**config.mk**
```make
export PLATFORM = sky130hd
export DESIGN_NAME = stc_top
export DESIGN_NICKNAME = d
export VERILOG_FILES = /design/src/hw/stc_pkg.sv /design/src/hw/stc_sync.sv /design/src/hw/stc_prescale.sv /design/src/hw/stc_top.sv
export SDC_FILE = /design/constraint.sdc
export NUM_CORES = 1
export LEC_CHECK = 0
export BUFFER_PORTS_ARGS = -buffer_cell sky130_fd_sc_hd__buf_2
export CAP_MARGIN = 0
export CORE_ASPECT_RATIO = 0.75
export CORE_MARGIN = 5
export CORE_UTILIZATION = 59
export CTS_BUF_LIST = sky130_fd_sc_hd__clkbuf_16
export DETAILED_ROUTE_END_ITERATION = 16
export HOLD_SLACK_MARGIN = 0.03
export PLACE_DENSITY = 0.86
export SETUP_SLACK_MARGIN = 0.15
export SLEW_MARGIN = 10
export SYNTH_ARGS = -nofsm -noshare
export SYNTH_HDL_FRONTEND = slang
export SYNTH_SLANG_ARGS = --single-unit
```
**constraint.sdc**
```tcl
create_clock -name I_CLOCK -period 3.8 [get_ports I_CLOCK]
set_input_delay 0.19 -clock I_CLOCK [delete_from_list [all_inputs] [get_ports I_CLOCK]]
set_output_delay 0.19 -clock I_CLOCK [all_outputs]
set_load 0.02 [all_outputs]
```
**src/hw/stc_pkg.sv**
```systemverilog
package stc_pkg;
   // ==========================================================
   // register byte offsets on the bus
   localparam logic [7:0] ADDR_CTRL = 8'h00;
   localparam logic [7:0] ADDR_COUNT_LOW = 8'h04;
   localparam logic [7:0] ADDR_COUNT_HIGH = 8'h08;
   localparam logic [7:0] ADDR_FLAG = 8'h0c;
   localparam logic [7:0] ADDR_ENABLE = 8'h10;
   localparam logic [7:0] ADDR_CMP_MODE = 8'h14;
   localparam logic [7:0] ADDR_CMP_VALUE = 8'h18;
   localparam logic [7:0] ADDR_PORT = 8'h1c;

   // ==========================================================
   // timer_control_reg field positions
   localparam int CTRL_RUN_BIT = 0;
   localparam int CTRL_CLK_SRC_BIT = 1;
   localparam int CTRL_EXT_SYNC_BIT = 2;
   localparam int CTRL_OSC_EN_BIT = 3;
   localparam int CTRL_PRESCALE_LSB = 4;
   localparam int CTRL_WIDE_BIT = 7;
   // flag and enable registers hold their bit at position zero
   localparam int OVERFLOW_BIT = 0;
   // port register fields
   localparam int PORT_DIR_LSB = 0;
   localparam int PORT_OUT_LSB = 2;
   localparam int PORT_PIN_LSB = 4;

   // ==========================================================
   // values after reset
   localparam logic [7:0] CTRL_RESET = 8'h00;
   localparam logic [15:0] COUNT_RESET = 16'h0000;
   localparam logic [7:0] HBUF_RESET = 8'h00;
   localparam logic [3:0] CMP_MODE_RESET = 4'h0;
   localparam logic [15:0] CMP_VALUE_RESET = 16'h0000;
   localparam logic [1:0] PORT_DIR_RESET = 2'h3;
   localparam logic [1:0] PORT_OUT_RESET = 2'h0;

   // ==========================================================
   // codes and counts
   localparam logic [3:0] CMP_MODE_SPECIAL_TRIG = 4'hb;
   localparam logic [15:0] COUNT_ALL_ONES = 16'hffff;
   localparam int INSTR_DIV = 4;
   localparam int PRESCALE_MAX = 8;
endpackage

```
**src/hw/stc_sync.sv**
```systemverilog
`timescale 1ns/1ps
module stc_sync #(
   parameter int WIDTH = 2
) (
   // clock and reset
   input wire logic i_clk,
   input wire logic i_rst,
   // asynchronous inputs
   input wire logic [WIDTH-1:0] i_async,
   // synchronised level and rising edge pulse
   output logic [WIDTH-1:0] o_level,
   output logic [WIDTH-1:0] o_rise
);
   genvar g;
   // ==========================================================
   // two flops per bit, a third flop feeds only the edge detector
   generate
      for (g = 0; g < WIDTH; g++) begin : g_bit
         logic meta_reg;
         logic sync_reg;
         logic last_reg;
         always_ff @(posedge i_clk) begin
            if (i_rst) begin
               meta_reg <= 1'b0;
               sync_reg <= 1'b0;
               last_reg <= 1'b0;
            end else begin
               meta_reg <= i_async[g];
               sync_reg <= meta_reg;
               last_reg <= sync_reg;
            end
         end
         assign o_level[g] = sync_reg;
         assign o_rise[g] = sync_reg & ~last_reg;
      end
   endgenerate
endmodule

```
**src/hw/stc_prescale.sv**
```systemverilog
`timescale 1ns/1ps
module stc_prescale #(
   parameter int MAX_DIV = stc_pkg::PRESCALE_MAX
) (
   // clock and reset
   input wire logic i_clk,
   input wire logic i_rst,
   // selected source tick, clear and divide code
   input wire logic i_tick,
   input wire logic i_clear,
   input wire logic [1:0] i_sel,
   // one pulse per divided period
   output logic o_inc
);
   localparam int CW = $clog2(MAX_DIV);
   logic [CW-1:0] cnt_reg;
   logic [CW-1:0] cnt_next;
   logic [CW-1:0] mask;
   logic wrap;

   // ==========================================================
   // code 00..11 gives 1:1, 1:2, 1:4, 1:8
   assign mask = CW'((1 << i_sel) - 1);
   assign wrap = (cnt_reg & mask) == mask;
   assign o_inc = i_tick & wrap & ~i_clear;
   assign cnt_next = i_clear ? '0 : (i_tick ? (wrap ? '0 : cnt_reg + 1'b1) : cnt_reg);

   // count state
   always_ff @(posedge i_clk) begin
      if (i_rst) begin
         cnt_reg <= '0;
      end else begin
         cnt_reg <= cnt_next;
      end
   end
endmodule

```
**src/hw/stc_top.sv**
```systemverilog
// Contract
// clock select clear: count advances once per instruction cycle.
// clock select set: count advances on rising edges of pin or oscillator.
// oscillator enabled forces both crystal pins to inputs reading zero.
// oscillator starts when its enable bit is set; runs in all modes.
// software waits for oscillator start-up before relying on it.
// sixteen-bit count runs from zero to all ones then wraps to zero.
// each wrap sets the overflow flag at bit zero of flag register.
// overflow interrupt request only while enable bit zero is set.
// special trigger mode: trigger clears count and starts conversion if enabled.
// trigger clear never sets the overflow flag.
// software uses timer or synchronised mode for trigger clear.
// software count write wins over a coincident trigger clear.
// compare value acts as period; count restarts at zero on match.
// wide mode maps high address to buffer; low read copies live high.
// wide mode high writes hit buffer; low write loads buffer into high.
// wide mode makes live high byte unreachable directly.
// high byte writes keep the prescaler; low byte writes clear it.
// prescale code 11,10,01,00 divides by 8,4,2,1.
// sync select acts only with the external source selected.
// counting only while run bit zero of control is set.
// overflow flag stays set until software writes zero.
// synchronised external edges pass a synchroniser before counting.
//
// The placing of the registers and the AHB-Lite interface to the registers were decided locally.
`timescale 1ns/1ps
module stc_top (
   // clock and reset
   input wire logic I_CLOCK,
   input wire logic I_SYS_RST,
   // ahb-lite slave
   input wire logic I_HSEL,
   input wire logic [31:0] I_HADDR,
   input wire logic [1:0] I_HTRANS,
   input wire logic I_HWRITE,
   input wire logic [2:0] I_HSIZE,
   input wire logic [31:0] I_HWDATA,
   input wire logic I_HREADY,
   output logic [31:0] O_HRDATA,
   output logic O_HREADYOUT,
   output logic O_HRESP,
   // crystal pins, split into in, out and active-low enable
   input wire logic I_CRYSTAL_IN_PIN,
   output logic O_CRYSTAL_IN_PIN,
   output logic O_CRYSTAL_IN_OE_N,
   input wire logic I_CRYSTAL_OUT_PIN,
   output logic O_CRYSTAL_OUT_PIN,
   output logic O_CRYSTAL_OUT_OE_N,
   // oscillator cell control
   output logic O_OSC_ENABLE,
   // converter link
   input wire logic I_ADC_ENABLE,
   output logic O_ADC_START,
   // overflow interrupt request
   output logic O_OVERFLOW_IRQ
);
   // ==========================================================
   // bus state
   logic dp_wr_reg;
   logic dp_wr_next;
   logic rd_wait_reg;
   logic rd_wait_next;
   logic [7:0] dp_addr_reg;
   logic [7:0] dp_addr_next;
   logic [31:0] rdata_reg;
   logic [31:0] rdata_next;
   logic addr_phase;

   // ==========================================================
   // software-visible state
   logic [7:0] ctrl_reg;
   logic [7:0] ctrl_next;
   logic [15:0] count_reg;
   logic [15:0] count_next;
   logic [7:0] hbuf_reg;
   logic [7:0] hbuf_next;
   logic flag_reg;
   logic flag_next;
   logic irq_en_reg;
   logic irq_en_next;
   logic [3:0] cmp_mode_reg;
   logic [3:0] cmp_mode_next;
   logic [15:0] cmp_value_reg;
   logic [15:0] cmp_value_next;
   logic [1:0] port_dir_reg;
   logic [1:0] port_dir_next;
   logic [1:0] port_out_reg;
   logic [1:0] port_out_next;

   // ==========================================================
   // timing state
   logic [1:0] instr_cnt_reg;
   logic [1:0] instr_cnt_next;
   logic match_last_reg;
   logic adc_start_reg;

   // ==========================================================
   // control fields
   wire run = ctrl_reg[stc_pkg::CTRL_RUN_BIT];
   wire clk_src = ctrl_reg[stc_pkg::CTRL_CLK_SRC_BIT];
   wire ext_sync = ctrl_reg[stc_pkg::CTRL_EXT_SYNC_BIT];
   wire osc_en = ctrl_reg[stc_pkg::CTRL_OSC_EN_BIT];
   wire wide = ctrl_reg[stc_pkg::CTRL_WIDE_BIT];
   wire [1:0] prescale = ctrl_reg[stc_pkg::CTRL_PRESCALE_LSB +: 2];
   // unsynchronised mode only exists with the external source selected
   wire async_mode = clk_src & ext_sync;

   // ==========================================================
   // bus decode: writes finish with no wait, reads take one wait state
   // so a read issued right behind a write sees the written value
   assign addr_phase = I_HSEL & I_HREADY & I_HTRANS[1];
   assign dp_wr_next = addr_phase & I_HWRITE;
   assign rd_wait_next = addr_phase & ~I_HWRITE;
   assign dp_addr_next = addr_phase ? I_HADDR[7:0] : dp_addr_reg;
   assign O_HREADYOUT = ~rd_wait_reg;
   assign O_HRESP = 1'b0;
   assign O_HRDATA = rdata_reg;

   // strobes, all taken in the data phase
   wire wr_ctrl = dp_wr_reg & (dp_addr_reg == stc_pkg::ADDR_CTRL);
   wire wr_low = dp_wr_reg & (dp_addr_reg == stc_pkg::ADDR_COUNT_LOW);
   wire wr_high = dp_wr_reg & (dp_addr_reg == stc_pkg::ADDR_COUNT_HIGH);
   wire wr_flag = dp_wr_reg & (dp_addr_reg == stc_pkg::ADDR_FLAG);
   wire wr_enable = dp_wr_reg & (dp_addr_reg == stc_pkg::ADDR_ENABLE);
   wire wr_cmp_mode = dp_wr_reg & (dp_addr_reg == stc_pkg::ADDR_CMP_MODE);
   wire wr_cmp_value = dp_wr_reg & (dp_addr_reg == stc_pkg::ADDR_CMP_VALUE);
   wire wr_port = dp_wr_reg & (dp_addr_reg == stc_pkg::ADDR_PORT);
   wire rd_low = rd_wait_reg & (dp_addr_reg == stc_pkg::ADDR_COUNT_LOW);
   wire [7:0] wbyte = I_HWDATA[7:0];

   // ==========================================================
   // pin synchroniser, bit 0 crystal input, bit 1 crystal output pin
   logic [1:0] pin_level;
   logic [1:0] pin_rise;

   stc_sync #(
      .WIDTH(2)
   ) u_sync (
      .i_clk(I_CLOCK),
      .i_rst(I_SYS_RST),
      .i_async({I_CRYSTAL_OUT_PIN, I_CRYSTAL_IN_PIN}),
      .o_level(pin_level),
      .o_rise(pin_rise)
   );

   // ==========================================================
   // pins: an enabled oscillator owns both pins, direction bits then ignored
   assign O_CRYSTAL_IN_OE_N = port_dir_reg[0] | osc_en;
   assign O_CRYSTAL_OUT_OE_N = port_dir_reg[1] | osc_en;
   assign O_CRYSTAL_IN_PIN = port_out_reg[0];
   assign O_CRYSTAL_OUT_PIN = port_out_reg[1];
   wire [1:0] pin_read = osc_en ? 2'h0 : pin_level;
   // the analog cell has no power-mode gate: only this bit stops it
   assign O_OSC_ENABLE = osc_en;

   // ==========================================================
   // tick sources: instruction cycle is a quarter of the system clock
   wire instr_tick = instr_cnt_reg == 2'(stc_pkg::INSTR_DIV - 1);
   assign instr_cnt_next = instr_tick ? 2'h0 : instr_cnt_reg + 2'h1;
   // oscillator output appears on the crystal input pin when enabled
   wire ext_rise = osc_en ? pin_rise[0] : pin_rise[1];
   wire src_tick = (clk_src ? ext_rise : instr_tick) & run;

   // prescaler, cleared only by a low byte write
   logic inc;

   stc_prescale #(
      .MAX_DIV(stc_pkg::PRESCALE_MAX)
   ) u_prescale (
      .i_clk(I_CLOCK),
      .i_rst(I_SYS_RST),
      .i_tick(src_tick),
      .i_clear(wr_low),
      .i_sel(prescale),
      .o_inc(inc)
   );

   // ==========================================================
   // special event trigger from compare match
   // rising edge of match, so a period of zero does not retrigger forever
   wire trig_mode = cmp_mode_reg == stc_pkg::CMP_MODE_SPECIAL_TRIG;
   wire match = trig_mode & (count_reg == cmp_value_reg);
   wire trig = match & ~match_last_reg;
   // the clear is not honoured in unsynchronised mode
   wire trig_clr = trig & ~async_mode;
   wire any_count_wr = wr_low | (wr_high & ~wide);

   // ==========================================================
   // count: write beats trigger clear beats increment
   always_comb begin
      count_next = count_reg;
      if (wr_low) begin
         count_next = {wide ? hbuf_reg : count_reg[15:8], wbyte};
      end else if (wr_high & ~wide) begin
         count_next = {wbyte, count_reg[7:0]};
      end else if (trig_clr) begin
         count_next = stc_pkg::COUNT_RESET;
      end else if (inc) begin
         count_next = count_reg + 16'h0001;
      end
   end

   // overflow only from a real wrap, never from the trigger clear
   wire wrap = inc & (count_reg == stc_pkg::COUNT_ALL_ONES) & ~trig_clr & ~any_count_wr;
   // set wins over a coincident software clear
   assign flag_next = wrap | (wr_flag ? I_HWDATA[stc_pkg::OVERFLOW_BIT] : flag_reg);
   assign O_OVERFLOW_IRQ = flag_reg & irq_en_reg;

   // ==========================================================
   // high byte buffer
   always_comb begin
      hbuf_next = hbuf_reg;
      if (wr_high & wide) begin
         hbuf_next = wbyte;
      end else if (rd_low & wide) begin
         hbuf_next = count_reg[15:8];
      end
   end

   // plain register writes
   assign ctrl_next = wr_ctrl ? wbyte : ctrl_reg;
   assign irq_en_next = wr_enable ? I_HWDATA[stc_pkg::OVERFLOW_BIT] : irq_en_reg;
   assign cmp_mode_next = wr_cmp_mode ? I_HWDATA[3:0] : cmp_mode_reg;
   assign cmp_value_next = wr_cmp_value ? I_HWDATA[15:0] : cmp_value_reg;
   assign port_dir_next = wr_port ? I_HWDATA[stc_pkg::PORT_DIR_LSB +: 2] : port_dir_reg;
   assign port_out_next = wr_port ? I_HWDATA[stc_pkg::PORT_OUT_LSB +: 2] : port_out_reg;

   // ==========================================================
   // read mux, sampled in the wait cycle; unmapped reads return zero
   wire [7:0] high_view = wide ? hbuf_reg : count_reg[15:8];
   always_comb begin
      rdata_next = rdata_reg;
      if (rd_wait_reg) begin
         rdata_next = 32'h0000_0000;
         if (dp_addr_reg == stc_pkg::ADDR_CTRL) begin
            rdata_next[7:0] = ctrl_reg;
         end else if (dp_addr_reg == stc_pkg::ADDR_COUNT_LOW) begin
            rdata_next[7:0] = count_reg[7:0];
         end else if (dp_addr_reg == stc_pkg::ADDR_COUNT_HIGH) begin
            rdata_next[7:0] = high_view;
         end else if (dp_addr_reg == stc_pkg::ADDR_FLAG) begin
            rdata_next[stc_pkg::OVERFLOW_BIT] = flag_reg;
         end else if (dp_addr_reg == stc_pkg::ADDR_ENABLE) begin
            rdata_next[stc_pkg::OVERFLOW_BIT] = irq_en_reg;
         end else if (dp_addr_reg == stc_pkg::ADDR_CMP_MODE) begin
            rdata_next[3:0] = cmp_mode_reg;
         end else if (dp_addr_reg == stc_pkg::ADDR_CMP_VALUE) begin
            rdata_next[15:0] = cmp_value_reg;
         end else if (dp_addr_reg == stc_pkg::ADDR_PORT) begin
            rdata_next[stc_pkg::PORT_DIR_LSB +: 2] = port_dir_reg;
            rdata_next[stc_pkg::PORT_OUT_LSB +: 2] = port_out_reg;
            rdata_next[stc_pkg::PORT_PIN_LSB +: 2] = pin_read;
         end
      end
   end

   // ==========================================================
   // bus flops
   always_ff @(posedge I_CLOCK) begin
      if (I_SYS_RST) begin
         dp_wr_reg <= 1'b0;
         rd_wait_reg <= 1'b0;
         dp_addr_reg <= 8'h00;
         rdata_reg <= 32'h0000_0000;
      end else begin
         dp_wr_reg <= dp_wr_next;
         rd_wait_reg <= rd_wait_next;
         dp_addr_reg <= dp_addr_next;
         rdata_reg <= rdata_next;
      end
   end

   // counting flops
   always_ff @(posedge I_CLOCK) begin
      if (I_SYS_RST) begin
         count_reg <= stc_pkg::COUNT_RESET;
         hbuf_reg <= stc_pkg::HBUF_RESET;
         flag_reg <= 1'b0;
         instr_cnt_reg <= 2'h0;
         match_last_reg <= 1'b0;
      end else begin
         count_reg <= count_next;
         hbuf_reg <= hbuf_next;
         flag_reg <= flag_next;
         instr_cnt_reg <= instr_cnt_next;
         match_last_reg <= match;
      end
   end

   // configuration flops
   always_ff @(posedge I_CLOCK) begin
      if (I_SYS_RST) begin
         ctrl_reg <= stc_pkg::CTRL_RESET;
         irq_en_reg <= 1'b0;
         cmp_mode_reg <= stc_pkg::CMP_MODE_RESET;
         cmp_value_reg <= stc_pkg::CMP_VALUE_RESET;
         port_dir_reg <= stc_pkg::PORT_DIR_RESET;
         port_out_reg <= stc_pkg::PORT_OUT_RESET;
      end else begin
         ctrl_reg <= ctrl_next;
         irq_en_reg <= irq_en_next;
         cmp_mode_reg <= cmp_mode_next;
         cmp_value_reg <= cmp_value_next;
         port_dir_reg <= port_dir_next;
         port_out_reg <= port_out_next;
      end
   end

   // ==========================================================
   // conversion start pulse, one cycle, registered
   always_ff @(posedge I_CLOCK) begin
      if (I_SYS_RST) begin
         adc_start_reg <= 1'b0;
      end else begin
         adc_start_reg <= trig & I_ADC_ENABLE;
      end
   end
   assign O_ADC_START = adc_start_reg;
endmodule

```
==> results.yml <==
worst_setup_path:
  worstPathArrival_ps: 3030
  critical_path_class: "flip-flop to flip-flop"
  crit_slowest_cell: "dfxtp_1"
  path_cells: "inv_1, a31oi_1, nand3_1, o32a_1, a221o_1, o211a_1"
  ff2ff_setup_slack_ps: 1010
  critPathMaxStageDelay_ps: 560
  required_ps: 4050
  startpoint_type: "flip-flop"
  critPathCaptureType: "flip-flop"
  critPathMaxFanout: 14
clocking:
  cts_made_buffers: 9
  path_clk_slew_ps: 70
  cts_tree: "built"
  cts_max_level: 3
  clk_root_buffer_cell: "clkbuf_16"
  cts.repair.resized: 0
  cts_buffer_depth: 2
  clk_latency_ps: 350
  cts_sinks: 97
global_route:
  antenna_found_initial: 0
  track_usage_pct: 29.0
  grt_pass1_vias: 4885
  met1_usage_pct: 41.3
  grt-busiest-layer: "met2"
  grt_first_pass_wirelength_um: 25400
  grt_max_degree: 87
  grt_overflow_total: 0
  use_met2_pct: 42.0
  grt_use_met3_pct: 8.55
yosys:
  ys_types: 71
  synth_compound_area_share_pct: 21.3
  syn-instance-count: 652
  yosysSeqAreaShare_pct: 37.0
  synth_top_family_by_area: "simple AND/OR/NAND/NOR gates"
  yosys.area_share.simple_pct: 25.6
  synth_ff_type: "dfxtp_1"
  synth-seq-cells: 97
  synth_adder_area_share_pct: 0.716
  synth_xor_area_share_pct: 2.34
  synth_edf_count: 0
  synth_area_mm2: 0.00524
  yosys-mux-area-fraction_pct: 5.37
  avgSynthCellArea_um2: 8.04
  yosysWarnings: 0
  async_reset_ff_share_pct: 0
floorplanning:
  initial_utilization_pct: 61.2
  placementRows: 29
  io-pin-count: 118
  dieArea_mm2: 0.0109
  core_area_mm2: 0.00856
  die_x_um: 119
  die_y_um: 91.6
finish:
  insertedDiodeCount: 0
  postLayoutCoreUtil_pct: 66.9
  final_area_mm2: 0.00573
  final_cell_mix: "nand2_1, dfxtp_1, a21oi_1, buf_2, nor2_1"
  layout-drive-gt1-share_pct: 15.4
  final_common_cell: "nand2_1"
  final_nets: 759
  layout.cells.non_filler: 792
  fillers: 710
  synthToLayoutAreaGrowth_pct: 9.23
placed_design:
  dp.cells: 775
  io_buffers: 56
  dpl_cell_area_mm2: 0.00545
  place_hpwl_um: 11200
  gp_congestion: 0.982
detailed_routing:
  vias_per_cell: 6.54
  wl_per_cell_um: 20.1
  ant_nets: 0
  vias: 5181
  detail_route.iter0.violations: 941
  wl_um: 15900
  dr.pass1.iters: 6
  drc: 0
timing:
  grt_setup_unrepaired: "no"
  setup_tns_ps: 0
  finalSetupViolCount: 0
  fin_skew_ps: 9.02
  hold_viol: 0
  slew_headroom_pct: 38.3
  period_needed_ps: 2790
  final_max_slew_viol_count: 0
  finalCritPeriodShare_pct: 73.4
  max_freq_ghz: 0.359
  worst_pin_slew_ps: 925
pwr:
  ir_drop_uv: 241
  powerDensity_mw_per_mm2: 357
  totalPowerFinal_mw: 2.05
  leakage_nw: 2.21
hold_path:
  hp-class: "input pin to flip-flop"
status:
  status: "finished clean"
flow_run:
  maxCapViolations: 0
[final cells by class]
cell class              count  area (um^2)  share of cell area, %
well taps                 108          135                   2.36
inverters                  13         48.8                  0.852
flip-flops and latches     97         1940                   33.9
clock buffers               9          225                   3.93
clock inverters             7         46.3                  0.808
repair buffers             67          365                   6.38
multi-input cells         491         2970                   51.8
[cell usage after synthesis (all sizes together) (2+ instances only)]
| master | instances | area, um^2 |
|---|---|---|
| a211oi | 4 | 30.0 |
| a21o | 6 | 45.0 |
| a21oi | 58 | 290 |
| a221oi | 8 | 95.1 |
| a22o | 3 | 26.3 |
| a22oi | 25 | 188 |
| a31oi | 4 | 31.3 |
| a32oi | 5 | 43.8 |
| and2 | 2 | 12.5 |
| and3 | 8 | 50.1 |
| buf | 34 | 224 |
| clkbuf | 33 | 124 |
| dfxtp | 97 | 1940 |
| ha | 3 | 37.5 |
| inv | 13 | 48.8 |
| mux2 | 5 | 56.3 |
| mux2i | 18 | 180 |
| mux4 | 2 | 45.0 |
| nand2 | 104 | 390 |
| nand2b | 3 | 18.8 |
| nand3 | 36 | 180 |
| nand4 | 8 | 50.1 |
| nand4b | 3 | 26.3 |
| nor2 | 46 | 183 |
| nor2b | 16 | 100 |
| nor3 | 11 | 55.1 |
| nor3b | 7 | 52.6 |
| nor4 | 8 | 77.6 |
| o211a | 3 | 30.0 |
| o211ai | 2 | 15.0 |
| o21ai | 16 | 80.1 |
| o221a | 3 | 33.8 |
| o22ai | 6 | 37.5 |
| o31ai | 7 | 52.6 |
| or2 | 5 | 31.3 |
| or3 | 2 | 17.5 |
| or4 | 5 | 41.3 |
| xnor2 | 9 | 78.8 |
| xor2 | 5 | 43.8 |
[timing repair]
item | in CTS | in global routing
buffers inserted | 0 | 0
hold buffers | 1 | 0
endpoints found under the hold margin | 1 | 0
[metal layers]
metal	wire [um]	vias to the layer above	share of wire, %
met3	2190	48	14
met1	6610	2430	41
li1	-	2363	-
met5	0	-	0
met2	6720	340	42
met4	424	0	2.7
[final timing paths]
check,from,end,depth (start not counted)
max reg2reg,ctrl_reg[3],count_reg[13],6
max,ctrl_reg[3],count_reg[13],6
min,I_CRYSTAL_IN_PIN,u_sync.g_bit[0].meta_reg,2
min reg2reg,u_sync.g_bit[0].meta_reg,u_sync.g_bit[0].sync_reg,1
[stage by stage]
stage / hold WS (ps) / setup slack (ps)
3_5_place_dp: 378 / 1150
2_1_floorplan: 269 / 1700
6_report: 53.1 / 1010
4_1_cts: 52.4 / 1130
5_1_grt: 59.5 / 866
3_3_place_gp: 370 / 1220
[worst max-delay path: cells and delay by family (launching register included)]
kind	cells	cell delay, ps
flip-flops	1	560
buffers and inverters	1	160
AO/OA/AOI/OAI	4	1410
AND/OR/NAND/NOR	1	550
[logic make-up after synthesis]
group           count (synthesis)
other cells                     1
simple gates                  270
flops                          97
fa+ha+maj                       3
mux                            25
compound gates                162
xor+xnor                       14
buf+inv                        80
[report_power, final]
group	switching, mW	internal (mW)	leakage, nW
logic	0.113	0.0475	1.30
clock network	0.402	0.443	0.131
registers	0.0133	1.03	0.784
total	0.528	1.52	2.21
Power figures use the tool's default switching activity.
